--- src/logic/ccb_cfg.svh ---
// constants of the clock buffer output control block
`ifndef CCB_CFG_SVH
`define CCB_CFG_SVH

// ---------------------------------------------------------------
// timing
// ---------------------------------------------------------------
`define CCB_CLK_MHZ 50
`define CCB_PU_DELAY_US 100
`define CCB_PU_DELAY_CYC (`CCB_PU_DELAY_US * `CCB_CLK_MHZ)
`define CCB_RESUME_MAX_US 300
`define CCB_RESUME_MAX_CYC (`CCB_RESUME_MAX_US * `CCB_CLK_MHZ)
`define CCB_OE_MIN_CLOCKS 4'h4
`define CCB_PD_LOW_EDGES 2'h2

// ---------------------------------------------------------------
// register offsets
// ---------------------------------------------------------------
`define CCB_REG_PLL_MODE 8'h00
`define CCB_REG_OE_LO 8'h01
`define CCB_REG_OE_HI 8'h02

// ---------------------------------------------------------------
// pll mode control fields and reset values
// ---------------------------------------------------------------
`define CCB_B0_FREQ 0
`define CCB_B0_MODE_LO 1
`define CCB_B0_MODE_HI 2
`define CCB_B0_SW_EN 3
`define CCB_B0_RB_LO 6
`define CCB_B0_RB_HI 7
`define CCB_B0_MODE_RST 2'h3
`define CCB_B0_SW_EN_RST 1'h0
`define CCB_OE_RST 12'hfff

// ---------------------------------------------------------------
// pll modes and bus addresses
// ---------------------------------------------------------------
`define CCB_MODE_LBW 2'h0
`define CCB_MODE_BYPASS 2'h1
`define CCB_MODE_HBW 2'h3
`define CCB_ADDR_LL 8'hd8
`define CCB_ADDR_LM 8'hda
`define CCB_ADDR_LH 8'hde
`define CCB_ADDR_ML 8'hc2
`define CCB_ADDR_MM 8'hc4
`define CCB_ADDR_MH 8'hc6
`define CCB_ADDR_HL 8'hca
`define CCB_ADDR_HM 8'hcc
`define CCB_ADDR_HH 8'hce

`endif

--- src/logic/ccb_pkg.sv ---
// types of the clock buffer output control block
package ccb_pkg;
	typedef enum logic [1:0] {CCB_TRI_LOW, CCB_TRI_MID, CCB_TRI_HIGH} ccb_tri_t;
	typedef enum logic [2:0] {
		CCB_PU_OFF, CCB_PU_DELAY, CCB_PU_WAIT_CLK, CCB_PU_WAIT_LOCK, CCB_PU_RUN, CCB_PU_PDOWN
	} ccb_pu_state_t;
	typedef struct packed {
		logic swEn;
		logic [1:0] modeSw;
		logic [11:0] oe;
		logic [7:0] rdData;
		logic rdValid;
	} ccb_regs_t;
	typedef struct packed {
		ccb_pu_state_t puState;
		logic [15:0] delayCnt;
		logic strapsTaken;
		logic pgPrev;
		logic freqChoice;
		logic [1:0] latchedMode;
		logic [7:0] busAddr;
		logic compPrev;
		logic [1:0] pdLowCnt;
		logic [11:0] pairOn;
		logic [11:0][3:0] edgeCnt;
		logic pllOn;
		logic bypass;
		logic wideBand;
		logic running;
	} ccb_state_t;
endpackage

--- src/logic/ccb_output_control.sv ---
// output gating, strap latch, powerdown and power-up sequencing
`timescale 1ns/100ps
`include "ccb_cfg.svh"

// Functional notes
// RQ1: a pair runs only with its enable bit 1 and its pin low.
// RQ2: enable bits are active high, reset enabled; pins active low, asynchronous.
// RQ3: pin assertion re-enables the pair glitch-free within 4 to 12 periods.
// RQ4: pin release gives at least 4 clocks, then disables within 12 periods.
// RQ5: frequency strap 0 picks 133.33 MHz, 1 picks 100 MHz, 1:1 only.
// RQ6: frequency changes happen on all outputs without glitches.
// RQ7: two tri-level address straps decode to nine bus addresses.
// RQ8: first power-good rise latches the configuration straps.
// RQ9: after the first rise the pin serves as active-low powerdown.
// RQ10: pin low disables all outputs and turns the pll off.
// RQ11: powerdown is accepted with no set-up to any clock.
// RQ12: two low samples on complement rises, disable at next complement fall.
// RQ13: the board pulls powerdown low before stopping clock or power.
// RQ14: after powerdown release stopped outputs drive again within 300 us.
// RQ15: state 1 on valid supply, wait 0.1 to 0.3 ms.
// RQ16: state 2 waits for valid input clock and power-good high.
// RQ17: pll lock enters state 3 and enables outputs.
// RQ18: with a valid clock, outputs are active within 1.8 ms.
// RQ19: without input clock, outputs stay disabled until clock and lock.
// RQ20: the board holds power-good low and sets straps before power.
// RQ21: bandwidth strap low, middle, high selects narrow, bypass, wide.
// RQ22: bypass routes input clock directly; pll modes filter jitter.
// RQ23: control byte 0 bits 7:6 read 00, 01, 11 for the strapped mode.
// RQ24: bits 2 and 1 override the strapped mode only while bit 3 is set.
// RQ25: bits 7 and 6 keep the strapped mode after an override.
// RQ26: software does a warm reset after changing the override bits.
module ccb_output_control #(
	parameter logic [15:0] PU_DELAY_CYC = 16'(`CCB_PU_DELAY_CYC),
	parameter logic [15:0] RESUME_CYC = 16'(`CCB_RESUME_MAX_CYC)
) (
	// clock and reset
	input wire logic ref_clk,
	input wire logic rst_n,
	// board status
	input wire logic supplyValid,
	input wire logic clkInValid,
	input wire logic pllLocked,
	input wire logic powerGoodDownPin,
	// straps
	input wire logic freqSelectStrap,
	input wire ccb_pkg::ccb_tri_t addrStrapLo,
	input wire ccb_pkg::ccb_tri_t addrStrapHi,
	input wire ccb_pkg::ccb_tri_t pllBandwidthStrap,
	// output stage
	input wire logic clockOutComp,
	input wire logic [11:0] outEnableN,
	output logic [11:0] pairEnable,
	output logic pllEnable,
	output logic pllBypass,
	output logic pllWideBand,
	output logic frequencyChoice,
	output logic [7:0] busAddr,
	output logic puRunning,
	// register port
	input wire logic regWrEn,
	input wire logic regRdEn,
	input wire logic [7:0] regAddr,
	input wire logic [7:0] regWrData,
	output logic [7:0] regRdData,
	output logic regRdValid
);
	logic [1:0] rstPipe;
	logic rstSyncN;
	ccb_pkg::ccb_state_t stReg;
	ccb_pkg::ccb_state_t stNext;
	logic pllSwEnable;
	logic [1:0] pllModeSw;
	logic [11:0] oeBits;
	logic compRise;
	logic compFall;
	logic [1:0] effMode;
	logic lockOk;
	logic pdTrip;
	logic [11:0] wantOn;
	logic [15:0] resumeCnt;

	// ---------------------------------------------------------------
	// reset release
	// ---------------------------------------------------------------
	always_ff @(posedge ref_clk or negedge rst_n) begin
		if (!rst_n) begin
			rstPipe <= 2'h0;
		end else begin
			rstPipe <= {rstPipe[0], 1'b1};
		end
	end
	assign rstSyncN = rstPipe[1];

	// ---------------------------------------------------------------
	// register bank
	// ---------------------------------------------------------------
	ccb_reg_bank u_regs (
		.clk(ref_clk),
		.rstSyncN(rstSyncN),
		.wrEn(regWrEn),
		.rdEn(regRdEn),
		.addr(regAddr),
		.wrData(regWrData),
		.rdData(regRdData),
		.rdValid(regRdValid),
		.latchedMode(stReg.latchedMode),
		.freqChoice(stReg.freqChoice),
		.pllSwEnable(pllSwEnable),
		.pllModeSw(pllModeSw),
		.oeBits(oeBits)
	);

	// ---------------------------------------------------------------
	// derived terms
	// ---------------------------------------------------------------
	// complement edges pace all pair switching in the run state
	assign compRise = clockOutComp & ~stReg.compPrev;
	assign compFall = ~clockOutComp & stReg.compPrev;
	// software mode counts only while its enable is set
	assign effMode = pllSwEnable ? pllModeSw : stReg.latchedMode; // RQ24
	// bypass needs no lock, input goes straight through
	assign lockOk = pllLocked | (effMode == `CCB_MODE_BYPASS); // RQ22
	// two low samples then the next falling complement edge
	assign pdTrip = (stReg.puState == ccb_pkg::CCB_PU_RUN) && !powerGoodDownPin &&
		(stReg.pdLowCnt == `CCB_PD_LOW_EDGES) && compFall; // RQ12
	// per pair request: bit high, pin low, sequence running
	assign wantOn = oeBits & ~outEnableN &
		{12{stReg.puState == ccb_pkg::CCB_PU_RUN}}; // RQ1 RQ2

	// ---------------------------------------------------------------
	// next state
	// ---------------------------------------------------------------
	always_comb begin
		stNext = stReg;
		stNext.compPrev = clockOutComp;
		stNext.pgPrev = powerGoodDownPin;
		// first power-good rise takes the straps, later rises do not
		if (powerGoodDownPin && !stReg.pgPrev && !stReg.strapsTaken) begin
			stNext.strapsTaken = 1'b1; // RQ8
			// taken while every pair is off, so no glitch on a change
			stNext.freqChoice = freqSelectStrap; // RQ5 RQ6
			case (pllBandwidthStrap)
				ccb_pkg::CCB_TRI_LOW: stNext.latchedMode = `CCB_MODE_LBW; // RQ21
				ccb_pkg::CCB_TRI_MID: stNext.latchedMode = `CCB_MODE_BYPASS;
				default: stNext.latchedMode = `CCB_MODE_HBW;
			endcase
			case ({addrStrapHi, addrStrapLo})
				{ccb_pkg::CCB_TRI_LOW, ccb_pkg::CCB_TRI_LOW}: stNext.busAddr = `CCB_ADDR_LL; // RQ7
				{ccb_pkg::CCB_TRI_LOW, ccb_pkg::CCB_TRI_MID}: stNext.busAddr = `CCB_ADDR_LM;
				{ccb_pkg::CCB_TRI_LOW, ccb_pkg::CCB_TRI_HIGH}: stNext.busAddr = `CCB_ADDR_LH;
				{ccb_pkg::CCB_TRI_MID, ccb_pkg::CCB_TRI_LOW}: stNext.busAddr = `CCB_ADDR_ML;
				{ccb_pkg::CCB_TRI_MID, ccb_pkg::CCB_TRI_MID}: stNext.busAddr = `CCB_ADDR_MM;
				{ccb_pkg::CCB_TRI_MID, ccb_pkg::CCB_TRI_HIGH}: stNext.busAddr = `CCB_ADDR_MH;
				{ccb_pkg::CCB_TRI_HIGH, ccb_pkg::CCB_TRI_LOW}: stNext.busAddr = `CCB_ADDR_HL;
				{ccb_pkg::CCB_TRI_HIGH, ccb_pkg::CCB_TRI_MID}: stNext.busAddr = `CCB_ADDR_HM;
				default: stNext.busAddr = `CCB_ADDR_HH;
			endcase
		end
		// powerdown low samples on complement rises, any high clears
		if (powerGoodDownPin) begin
			stNext.pdLowCnt = 2'h0; // RQ11
		end else if (compRise && stReg.pdLowCnt != `CCB_PD_LOW_EDGES) begin
			stNext.pdLowCnt = stReg.pdLowCnt + 2'h1; // RQ9
		end
		// power-up sequence
		case (stReg.puState)
			ccb_pkg::CCB_PU_OFF: begin
				stNext.delayCnt = 16'h0000;
				if (supplyValid) begin
					stNext.puState = ccb_pkg::CCB_PU_DELAY; // RQ15
				end
			end
			ccb_pkg::CCB_PU_DELAY: begin
				stNext.delayCnt = stReg.delayCnt + 16'h0001;
				if (stReg.delayCnt == PU_DELAY_CYC - 16'h0001) begin
					stNext.puState = ccb_pkg::CCB_PU_WAIT_CLK; // RQ15
				end
			end
			ccb_pkg::CCB_PU_WAIT_CLK: begin
				if (clkInValid && powerGoodDownPin) begin
					stNext.puState = ccb_pkg::CCB_PU_WAIT_LOCK; // RQ16 RQ19
				end
			end
			ccb_pkg::CCB_PU_WAIT_LOCK: begin
				if (!powerGoodDownPin) begin
					stNext.puState = ccb_pkg::CCB_PU_PDOWN; // RQ10
				end else if (clkInValid && lockOk) begin
					stNext.puState = ccb_pkg::CCB_PU_RUN; // RQ17 RQ18 RQ19
				end
			end
			ccb_pkg::CCB_PU_RUN: begin
				if (pdTrip) begin
					stNext.puState = ccb_pkg::CCB_PU_PDOWN; // RQ12
				end
			end
			ccb_pkg::CCB_PU_PDOWN: begin
				// release goes back to lock, outputs return once locked
				if (powerGoodDownPin) begin
					stNext.puState = ccb_pkg::CCB_PU_WAIT_LOCK; // RQ14
				end
			end
			default: stNext.puState = ccb_pkg::CCB_PU_OFF;
		endcase
		if (!supplyValid) begin
			stNext.puState = ccb_pkg::CCB_PU_OFF;
		end
		// pll runs from lock wait to powerdown
		stNext.pllOn = (stNext.puState == ccb_pkg::CCB_PU_WAIT_LOCK) ||
			(stNext.puState == ccb_pkg::CCB_PU_RUN); // RQ10
		stNext.bypass = (effMode == `CCB_MODE_BYPASS); // RQ22
		stNext.wideBand = (effMode == `CCB_MODE_HBW); // RQ21
		stNext.running = (stNext.puState == ccb_pkg::CCB_PU_RUN); // RQ17
		// per pair switching only on a falling complement edge while running, cleared at once outside the run state
		for (int i = 0; i < 12; i++) begin
			if (pdTrip || stReg.puState != ccb_pkg::CCB_PU_RUN) begin
				stNext.pairOn[i] = 1'b0; // RQ10 RQ12
				stNext.edgeCnt[i] = 4'h0;
			end else if (wantOn[i] != stReg.pairOn[i]) begin
				if (stReg.edgeCnt[i] == `CCB_OE_MIN_CLOCKS && compFall) begin
					stNext.pairOn[i] = wantOn[i]; // RQ3 RQ4
					stNext.edgeCnt[i] = 4'h0;
				end else if (compRise && stReg.edgeCnt[i] != `CCB_OE_MIN_CLOCKS) begin
					stNext.edgeCnt[i] = stReg.edgeCnt[i] + 4'h1; // RQ3 RQ4
				end
			end else begin
				stNext.edgeCnt[i] = 4'h0;
			end
		end
	end

	// state register
	always_ff @(posedge ref_clk or negedge rstSyncN) begin
		if (!rstSyncN) begin
			stReg <= '0;
			stReg.puState <= ccb_pkg::CCB_PU_OFF;
			stReg.latchedMode <= `CCB_MODE_LBW;
		end else begin
			stReg <= stNext;
		end
	end

	// outputs straight from the state register
	assign pairEnable = stReg.pairOn;
	assign pllEnable = stReg.pllOn;
	assign pllBypass = stReg.bypass;
	assign pllWideBand = stReg.wideBand;
	assign frequencyChoice = stReg.freqChoice;
	assign busAddr = stReg.busAddr;
	assign puRunning = stReg.running;

	// ---------------------------------------------------------------
	// checks
	// ---------------------------------------------------------------
	// cycles since release with input clock present, sequence not yet running
	always_ff @(posedge ref_clk or negedge rstSyncN) begin
		if (!rstSyncN) begin
			resumeCnt <= 16'h0000;
		end else if (stReg.puState == ccb_pkg::CCB_PU_WAIT_LOCK && clkInValid &&
			powerGoodDownPin) begin
			resumeCnt <= resumeCnt + 16'h0001;
		end else begin
			resumeCnt <= 16'h0000;
		end
	end

	property p_pair_needs_enable;
		@(posedge ref_clk) disable iff (!rstSyncN)
		$rose(stReg.pairOn[0]) |-> $past(oeBits[0] && !outEnableN[0]);
	endproperty
	a_pair_needs_enable: assert property (p_pair_needs_enable) // RQ1
		else $error("pair 0 enabled without bit and pin");

	property p_enable_latency;
		@(posedge ref_clk) disable iff (!rstSyncN)
		$rose(stReg.pairOn[0]) |-> $past(stReg.edgeCnt[0]) == 4'h4 && $past(compFall);
	endproperty
	a_enable_latency: assert property (p_enable_latency) // RQ3
		else $error("pair 0 enabled off the four period boundary");

	property p_disable_latency;
		@(posedge ref_clk) disable iff (!rstSyncN)
		$fell(stReg.pairOn[0]) && !$past(pdTrip) && $past(puRunning) |->
			$past(stReg.edgeCnt[0]) == 4'h4 && $past(compFall);
	endproperty
	a_disable_latency: assert property (p_disable_latency) // RQ4
		else $error("pair 0 disabled before four clocks");

	property p_addr_decode;
		@(posedge ref_clk) disable iff (!rstSyncN)
		$rose(stReg.strapsTaken) && $past(addrStrapHi == ccb_pkg::CCB_TRI_HIGH &&
			addrStrapLo == ccb_pkg::CCB_TRI_MID) |-> busAddr == 8'hcc;
	endproperty
	a_addr_decode: assert property (p_addr_decode) // RQ7
		else $error("address straps decoded wrongly");

	property p_straps_hold;
		@(posedge ref_clk) disable iff (!rstSyncN)
		stReg.strapsTaken && $past(stReg.strapsTaken) |->
			$stable(stReg.latchedMode) && $stable(busAddr) && $stable(frequencyChoice);
	endproperty
	a_straps_hold: assert property (p_straps_hold) // RQ8
		else $error("latched straps changed");

	property p_pdown_off;
		@(posedge ref_clk) disable iff (!rstSyncN)
		stReg.puState == ccb_pkg::CCB_PU_PDOWN |-> pairEnable == 12'h000 && !pllEnable;
	endproperty
	a_pdown_off: assert property (p_pdown_off) // RQ10
		else $error("outputs or pll on during powerdown");

	property p_pd_trip;
		@(posedge ref_clk) disable iff (!rstSyncN)
		pdTrip |=> pairEnable == 12'h000 ##1 stReg.puState == ccb_pkg::CCB_PU_PDOWN ||
			!supplyValid || powerGoodDownPin;
	endproperty
	a_pd_trip: assert property (p_pd_trip) // RQ12
		else $error("powerdown did not stop outputs");

	property p_resume_bound;
		@(posedge ref_clk) disable iff (!rstSyncN)
		resumeCnt < RESUME_CYC;
	endproperty
	a_resume_bound: assert property (p_resume_bound) // RQ14
		else $error("resume after powerdown too slow");

	property p_delay_len;
		@(posedge ref_clk) disable iff (!rstSyncN)
		$rose(stReg.puState == ccb_pkg::CCB_PU_WAIT_CLK) |->
			$past(stReg.delayCnt) == PU_DELAY_CYC - 16'h0001;
	endproperty
	a_delay_len: assert property (p_delay_len) // RQ15
		else $error("power-up delay wrong length");

	property p_no_clock;
		@(posedge ref_clk) disable iff (!rstSyncN)
		stReg.puState == ccb_pkg::CCB_PU_WAIT_CLK && !clkInValid |=> !puRunning && pairEnable == 12'h000;
	endproperty
	a_no_clock: assert property (p_no_clock) // RQ19
		else $error("outputs active without input clock");

	property p_mode_select;
		@(posedge ref_clk) disable iff (!rstSyncN)
		!pllSwEnable && $past(!pllSwEnable) && $stable(stReg.latchedMode) |->
			pllBypass == (stReg.latchedMode == `CCB_MODE_BYPASS);
	endproperty
	a_mode_select: assert property (p_mode_select) // RQ24
		else $error("override applied without software enable");
endmodule

--- src/logic/ccb_reg_bank.sv ---
// control register bank with registered read data
`timescale 1ns/100ps
`include "ccb_cfg.svh"

module ccb_reg_bank (
	// clock and reset
	input wire logic clk,
	input wire logic rstSyncN,
	// byte access port
	input wire logic wrEn,
	input wire logic rdEn,
	input wire logic [7:0] addr,
	input wire logic [7:0] wrData,
	output logic [7:0] rdData,
	output logic rdValid,
	// status shown on read
	input wire logic [1:0] latchedMode,
	input wire logic freqChoice,
	// control bits
	output logic pllSwEnable,
	output logic [1:0] pllModeSw,
	output logic [11:0] oeBits
);
	ccb_pkg::ccb_regs_t rReg;
	ccb_pkg::ccb_regs_t rNext;

	// ---------------------------------------------------------------
	// write decode and read mux
	// ---------------------------------------------------------------
	always_comb begin
		rNext = rReg;
		rNext.rdValid = rdEn;
		if (wrEn) begin
			case (addr)
				`CCB_REG_PLL_MODE: begin
					rNext.swEn = wrData[`CCB_B0_SW_EN];
					rNext.modeSw = wrData[`CCB_B0_MODE_HI:`CCB_B0_MODE_LO];
				end
				`CCB_REG_OE_LO: rNext.oe[7:0] = wrData;
				`CCB_REG_OE_HI: rNext.oe[11:8] = wrData[3:0];
				default: rNext.oe = rReg.oe;
			endcase
		end
		if (rdEn) begin
			case (addr)
				// readback keeps the strapped mode even when overridden
				`CCB_REG_PLL_MODE: rNext.rdData = {latchedMode, 2'h0, rReg.swEn,
					rReg.modeSw, freqChoice}; // RQ23 RQ25
				`CCB_REG_OE_LO: rNext.rdData = rReg.oe[7:0];
				`CCB_REG_OE_HI: rNext.rdData = {4'h0, rReg.oe[11:8]};
				default: rNext.rdData = 8'h00;
			endcase
		end
	end

	// state register, output enables come up set, software enable clear
	always_ff @(posedge clk or negedge rstSyncN) begin
		if (!rstSyncN) begin
			rReg.swEn <= `CCB_B0_SW_EN_RST;
			rReg.modeSw <= `CCB_B0_MODE_RST;
			rReg.oe <= `CCB_OE_RST; // RQ2
			rReg.rdData <= 8'h00;
			rReg.rdValid <= 1'b0;
		end else begin
			rReg <= rNext;
		end
	end

	assign rdData = rReg.rdData;
	assign rdValid = rReg.rdValid;
	assign pllSwEnable = rReg.swEn;
	assign pllModeSw = rReg.modeSw;
	assign oeBits = rReg.oe;
endmodule

--- config.mk ---
export PLATFORM = sky130hd
export DESIGN_NAME = ccb_output_control
export DESIGN_NICKNAME = d
export VERILOG_FILES = /design/src/logic/ccb_pkg.sv /design/src/logic/ccb_output_control.sv /design/src/logic/ccb_reg_bank.sv
export VERILOG_INCLUDE_DIRS = /design/src /design/src/logic
export SDC_FILE = /design/constraint.sdc
export NUM_CORES = 1
export LEC_CHECK = 0
export ABC_AREA = 1
export BUFFER_PORTS_ARGS = -buffer_cell sky130_fd_sc_hd__buf_4
export CORE_MARGIN = 2
export CORE_UTILIZATION = 50
export DETAILED_ROUTE_END_ITERATION = 8
export PLACE_DENSITY_LB_ADDON = 0.08
export SETUP_SLACK_MARGIN = 0.4
export SYNTH_ARGS = -nofsm -noshare
export SYNTH_HDL_FRONTEND = slang
export SYNTH_SLANG_ARGS = --single-unit
--- constraint.sdc ---
create_clock -name ref_clk -period 8.7 [get_ports ref_clk]
set_input_delay 0.87 -clock ref_clk [delete_from_list [all_inputs] [get_ports ref_clk]]
set_output_delay 0.87 -clock ref_clk [all_outputs]
set_load 0.1 [all_outputs]
==> key figures, run 1 <==
Setup path
  – RR Startpoint: stReg[66]
  – CP endpoint kind: flip-flop
  – Cells on worst reg2reg path: 7
  – Worst setup SP type: primary input
  – R2r setup slk: 6320 ps
  – Worst EP required: 9040 ps
  – Crit Path Class: in2reg
  – Arrival time worst endpoint: 2900 ps
  – Critical path fanouts, max: 27
  – CP Launch Point: clockOutComp
  – Setup crit end: stReg[7]
  – RR Endpoint: stReg[7]

Clocking
  – Post-CTS setup buffers: 0
  – H-tree Lvls: 4
  – Cts hold-fix bufs: 0
  – CTS resizes: 0
  – Reg clk slew, reported paths: 50 ps
  – Root Buffer: clkbuf_16
  – Num CTS Buffers: 17
  – CTS tree: yes
  – Clock latency on the worst-skew pair: 410 ps
  – CTS sink cnt: 121
  – Max Buffers Root-to-Sink: 2

Floorplanning
  – Total die area: 14500 sq um
  – Die H: 121 microns
  – Die width: 121 microns
  – Total core area: 13200 sq um
  – Starting Density: 0.513
  – Row cnt: 42
  – Ports: 78

Run status
  – Status: finished, final reports clean

Drt
  – Vias post-DR: 5583
  – Residual DRC: 0
  – Wire length per cell: 13.5 microns
  – Routed WL: 14.9 mm
  – DR iter-0 viols: 338
  – Drt pass-1 iters: 5
  – Via density: 5.04
  – Antenna-violating nets left: 0

Timing
  – Final Cycle Share: 0.295
  – Min cycle time layout: 2560 ps
  – Max Clock Freq: 390 MHz
  – Final Skew: 5.72 ps
  – Fin Setup TNS: 0 ps
  – Final WS setup: 6140 ps
  – Setup violators final: 0
  – Fin. max-slew vios: 0
  – RSZ-0062 raised after global routing: no
  – Final hold viol count: 0
  – Worst slew pin tran: 943 ps
  – Max-slew headroom: 0.372
  – Hold slack: 228 ps

Logic synthesis
  – Compound-gate portion of the synthesized area: 0.0798
  – Largest family of logic cells by synthesized area: simple AND/OR/NAND/NOR gates
  – Post-Synth Simple-Gate Area: 0.258
  – Post-Synth Adder-Cell Area: 0.0479
  – Syn avg cell area: 7.97 sq um
  – Xor/xnor cell area share of the yosys netlist: 0.0565
  – Sequential fraction of the synthesis area: 0.448
  – Post-synthesis mux area share: 0
  – Yosys reg bits: 121
  – Synth warn: 0
  – Distinct cell type count after synthesis: 39
  – Post-Syn Area: 6790 sq um
  – Post-Syn Instances: 852

Global routing
  – Vias in the first global route: 5562
  – Total track usage: 0.219
  – Initial antenna violation count: 0
  – Largest net degree at the start of global routing: 73
  – First-pass GRT wire length: 25.3 mm
  – Overflow after GRT: 0

Layout
  – Synthesis-to-layout area growth: 18.0%
  – # diodes: 0
  – Commonest non-fill, non-tap cell in the layout: nand2_1
  – Fin nets: 988
  – Leading cell types in the layout, fill and taps excluded: nand2_1 (159), inv_1 (138), dfrtp_1 (106), nor2_1 (96), nand3_1 (79)
  – Share of post-route cells with drive strength above 1: 0.157

Placed design
  – Port bufs: 75
  – Pre-CTS setup slack: 5680 ps
  – Final HPWL DP: 11.0 mm
  – Final GP Congestion: 0.862

Min path
  – Hold Path Class: in2async

Run
  – Max cap viols: 0

Power and ir drop
  – Static Leak: 0.00378 uW
  – Maximum VDD drop: 0.140 mV
  – Power Density: 170 nW/um^2
[Yosys cell counts (all sizes together)]
| library cell | instances | share of area |
|---|---|---|
| and3 | 1 | 0.00092 |
| nor2 | 105 | 0.063 |
| nand4 | 11 | 0.010 |
| a22oi | 2 | 0.0022 |
| o31ai | 1 | 0.0011 |
| inv | 141 | 0.078 |
| nand3b | 3 | 0.0033 |
| ha | 26 | 0.048 |
| dfrtp | 107 | 0.39 |
| nand3 | 79 | 0.058 |
| o21ai | 54 | 0.040 |
| dfstp | 14 | 0.054 |
| clkbuf | 3 | 0.0017 |
| nor3b | 4 | 0.0044 |
| a2bb2oi | 2 | 0.0026 |
| a22o | 1 | 0.0013 |
| o22ai | 10 | 0.0092 |
| nor4 | 4 | 0.0037 |
| nor3 | 17 | 0.019 |
| nand2 | 162 | 0.091 |
| or2 | 4 | 0.0037 |
| xor2 | 43 | 0.057 |
| buf | 28 | 0.029 |
| a21oi | 20 | 0.015 |
| conb | 2 | 0.0011 |
| a21boi | 1 | 0.0011 |
| o211ai | 7 | 0.0077 |
[worst min path at each step]
stage / from / end / slack (ps) / cells past startpoint
finish: rst_n / rstPipe[0] / 230 / 1
global route: rst_n / rstPipe[1] / 210 / 1
CTS: rst_n / rstPipe[1] / 210 / 1
detailed placement: rstPipe[0] / rstPipe[1] / 350 / 0
global placement: rstPipe[0] / rstPipe[1] / 340 / 0
floorplan: rstPipe[0] / rstPipe[1] / 330 / 0
[per-layer routing]
layer / global-route usage / wire length (microns)
met5: 0 / 0
met4: 0.0603 / 148
met3: 0.0642 / 706
met2: 0.366 / 7310
met1: 0.276 / 6760
[area by class of cell]
cell class / instances / area (sq um)
clock buffer: 30 / 611
multi-input combinational: 560 / 3010
fill: 1187 / 5230
clock inverter: 2 / 12.5
tap: 176 / 220
sequential: 121 / 3050
timing repair buffer: 77 / 578
inverter: 141 / 529
[flip-flops by register name (all words and copies together), names as in the netlist, 2 cells and up]
register          cells
stReg                73
pairEnable           12
u_regs.oeBits        12
u_regs.rdData         8
busAddr               5
rstPipe               2
u_regs.pllModeSw      2
[stage by stage]
step                cells  utilization  power, uW  area, sq um
finish               1107        0.605       1360         8010
global route         1107        0.605       1420         8010
CTS                  1107        0.605       1380         8010
detailed placement   1075        0.558        661         7390
global placement     1075        0.558        659         7390
floorplan             853            -        630         6800
[report_power, final]
group | internal [uW] | switching [uW] | leakage, uW
registers | 574 | 12.1 | 0.00161
clock network | 473 | 241 | 0.000303
logic | 23.4 | 41.0 | 0.00187
[critical path: stages]
cell,delay (ps)
buf_4,80
inv_1,50
nand2_1,400
nor2_1,190
nor2_4,530
inv_2,300
nor2_1,230
nand2_1,120
a21oi_1,130
[cells by family after synthesis]
logic type | count (synthesis)
and+or+nand+nor | 390
buffers and inverters | 172
DFF | 121
AOI/OAI and AO/OA | 98
xor gates and xnor gates | 43
adders and majority gates | 26
other | 2
Power figures use the tool's default switching activity.
==> run 2: changes to the inputs <==
==> constraint.sdc (replaced) <==
create_clock -name ref_clk -period 2.1 [get_ports ref_clk]
set_input_delay 0.21 -clock ref_clk [delete_from_list [all_inputs] [get_ports ref_clk]]
set_output_delay 0.21 -clock ref_clk [all_outputs]
set_load 0.1 [all_outputs]
==> run 2 against run 1 <==
Utilization increased by 3.4 points. Combinational power rose to 5.2 times the previous value. Clock power rose to 4.3 times the previous value. Via count rose by 4.7%. Global-route usage grew 0.84 points. Clock skew increased by 2.4 ps. Setup slack lost 5700 ps. Largest cell class is now multi-input combinational cells.
==> key figures, run 2 (synthesis results as in run 1) <==
Global routing
  – Total track usage: 0.227 (was 0.219)
  – Vias in the first global route: 5860 (was 5562)
  – First-pass GRT wire length: 26.2 mm (was 25.3 mm)
  – Overflow after GRT: 0 (unchanged)
  – Initial antenna violation count: 0 (unchanged)
  – Largest net degree at the start of global routing: 62 (was 73)

Layout
  – Final std cell area, no fill: 8470 sq um (was 8010 sq um)
  – Max reg flops: 73 (unchanged)
  – # diodes: 0 (unchanged)
  – Share of post-route cells with drive strength above 1: 0.209 (was 0.157)
  – Synthesis-to-layout area growth: 24.6% (was 18.0%)
  – Post-Layout Cell Count: 1134 (was 1107)
  – Fin nets: 1015 (was 988)
  – Biggest register: stReg (unchanged)
  – Commonest non-fill, non-tap cell in the layout: nand2_1 (unchanged)
  – Leading cell types in the layout, fill and taps excluded: nand2_1 (156), inv_1 (136), dfrtp_1 (104), buf_4 (94), nor2_1 (83) (was nand2_1 (159), inv_1 (138), dfrtp_1 (106), nor2_1 (96), nand3_1 (79))

Placed design
  – Port bufs: 75 (unchanged)
  – Final GP Congestion: 0.893 (was 0.862)
  – Dpl cell area: 7460 sq um (was 7390 sq um)
  – Final HPWL DP: 11.5 mm (was 11.0 mm)
  – Number of instances in the placed design: 1083 (was 1075)

Timing
  – Final Skew: 8.14 ps (was 5.72 ps)
  – Final hold viol count: 0 (unchanged)
  – Final Cycle Share: 0.814
  – Hold slack: 14.4 ps (was 228 ps)
  – Fin. max-slew vios: 0 (unchanged)
  – Min cycle time layout: 1710 ps
  – Max Clock Freq: 585 MHz
  – Setup violators final: 0 (unchanged)
  – Fin Setup TNS: 0 ps (unchanged)
  – RSZ-0062 raised after global routing: yes (was no)

Drt
  – DR iter-0 viols: 352 (was 338)
  – Wire length per cell: 14.2 microns (was 13.5 microns)
  – Residual DRC: 0 (unchanged)
  – Drt pass-1 iters: 5 (unchanged)
  – Routed WL: 16.1 mm (was 14.9 mm)
  – Vias post-DR: 5847 (was 5583)
  – Antenna-violating nets left: 0 (unchanged)
  – Via density: 5.16 (was 5.04)

Setup path
  – RR Startpoint: stReg[96] (was stReg[66])
  – Crit Path Class: reg2reg (was in2reg)
  – Worst setup SP type: flip-flop (was primary input)
  – Arrival time worst endpoint: 2010 ps (was 2900 ps)
  – RR Endpoint: stReg[9] (was stReg[7])
  – CP endpoint kind: flip-flop (unchanged)
  – Critical path fanouts, max: 12 (was 27)
  – Worst EP required: 2400 ps (was 9040 ps)
  – Cells on worst reg2reg path: 8 (was 7)
  – R2r setup slk: 390 ps (was 6320 ps)

Floorplanning
  – Die width: 121 microns (unchanged)
  – Row cnt: 42 (unchanged)
  – Starting Density: 0.513 (unchanged)
  – Die H: 121 microns (unchanged)
  – Ports: 78 (unchanged)
  – Total core area: 13200 sq um (unchanged)
  – Total die area: 14500 sq um (unchanged)

Clocking
  – Reg clk slew, reported paths: 50 ps (about the same)
  – Clock latency on the worst-skew pair: 420 ps (was 410 ps)
  – Max Buffers Root-to-Sink: 2 (unchanged)
  – CTS sink cnt: 121 (unchanged)
  – Num CTS Buffers: 17 (unchanged)
  – CTS tree: yes (unchanged)
  – H-tree Lvls: 4 (unchanged)
  – Root Buffer: clkbuf_16 (unchanged)

Run status
  – Status: finished, final reports clean (unchanged)

Power and ir drop
  – Maximum VDD drop: 0.556 mV (was 0.140 mV)
  – Static Leak: 0.00392 uW (was 0.00378 uW)
  – Power Density: 688 nW/um^2 (was 170 nW/um^2)

Run
  – Max cap viols: 0 (unchanged)

Min path
  – Hold_sp: regRdEn
  – Hold Path Class: in2reg (was in2async)
  – Min-Delay Endpoint: u_regs.rdValid
  – Hold Path Stages: 1
run 2: cell count changes in the layout (fill, tap and decap cells not counted), sizes merged:
cell / previous run / this run
buf: 77 / 99
bufinv: 0 / 4
clkbuf: 30 / 23
clkinv: 1 / 6
dlygate4sd3: 0 / 4
inv: 141 / 139
nand2: 162 / 163
run 2: cell type report:
type                       count  area (sq um)
clock inverter                 9           145
fill                        1162          4780
tap                          176           220
timing repair buffer         103           828
inverter                     141           543
multi-input combinational    561          3200
sequential                   121          3050
clock buffer                  23           478
run 2: timing repair:
item	CTS	global route
hold endpoints to repair	5	0
hold buffers	4	0
pin swaps	1	13
resized for setup	1	49
setup endpoints to repair	45	62
buffers inserted	5	9
gates cloned	0	1
run 2: metal layers:
| layer | track usage | share of wire | vias up |
|---|---|---|---|
| met3 | 0.0491 | 0.043 | 21 |
| met2 | 0.389 | 0.52 | 121 |
| met1 | 0.278 | 0.43 | 2823 |
| li1 | - | - | 2882 |
| met4 | 0.0908 | 0.015 | 0 |
| met5 | 0 | 0 | - |
run 2: power breakdown:
group | internal [uW] | switching [uW] | leakage [uW]
combinational | 128 | 206 | 0.00200
sequential | 2380 | 36.6 | 0.00161
clock | 2070 | 1010 | 0.000311
total | 4570 | 1250 | 0.00392
run 2: metrics by stage:
stage	total power [uW]	setup slack [ps]	utilization
2_1_floorplan	2610	610	-
3_3_place_gp	2740	272	0.564
3_5_place_dp	2750	172	0.564
4_1_cts	5860	406	0.618
5_1_grt	6040	356	0.639
6_report	5830	390	0.639
run 2: worst max-delay path by stage:
stage	endpoint	start
6_report	stReg[9]	stReg[96]
5_1_grt	stReg[18]	stReg[96]
4_1_cts	pllEnable	stReg[98]
3_5_place_dp	stReg[43]	stReg[96]
3_3_place_gp	stReg[43]	stReg[96]
2_1_floorplan	stReg[5]	stReg[64]
run 2: worst max-delay path, stage by stage, from the launching register on:
cell and delay (ps):
dfrtp_2 430, nor2_4 220, nand2_8 130, nor2_4 180
buf_4 140, buf_6 140, nand2_1 80, o211ai_1 200
nand2_1 70
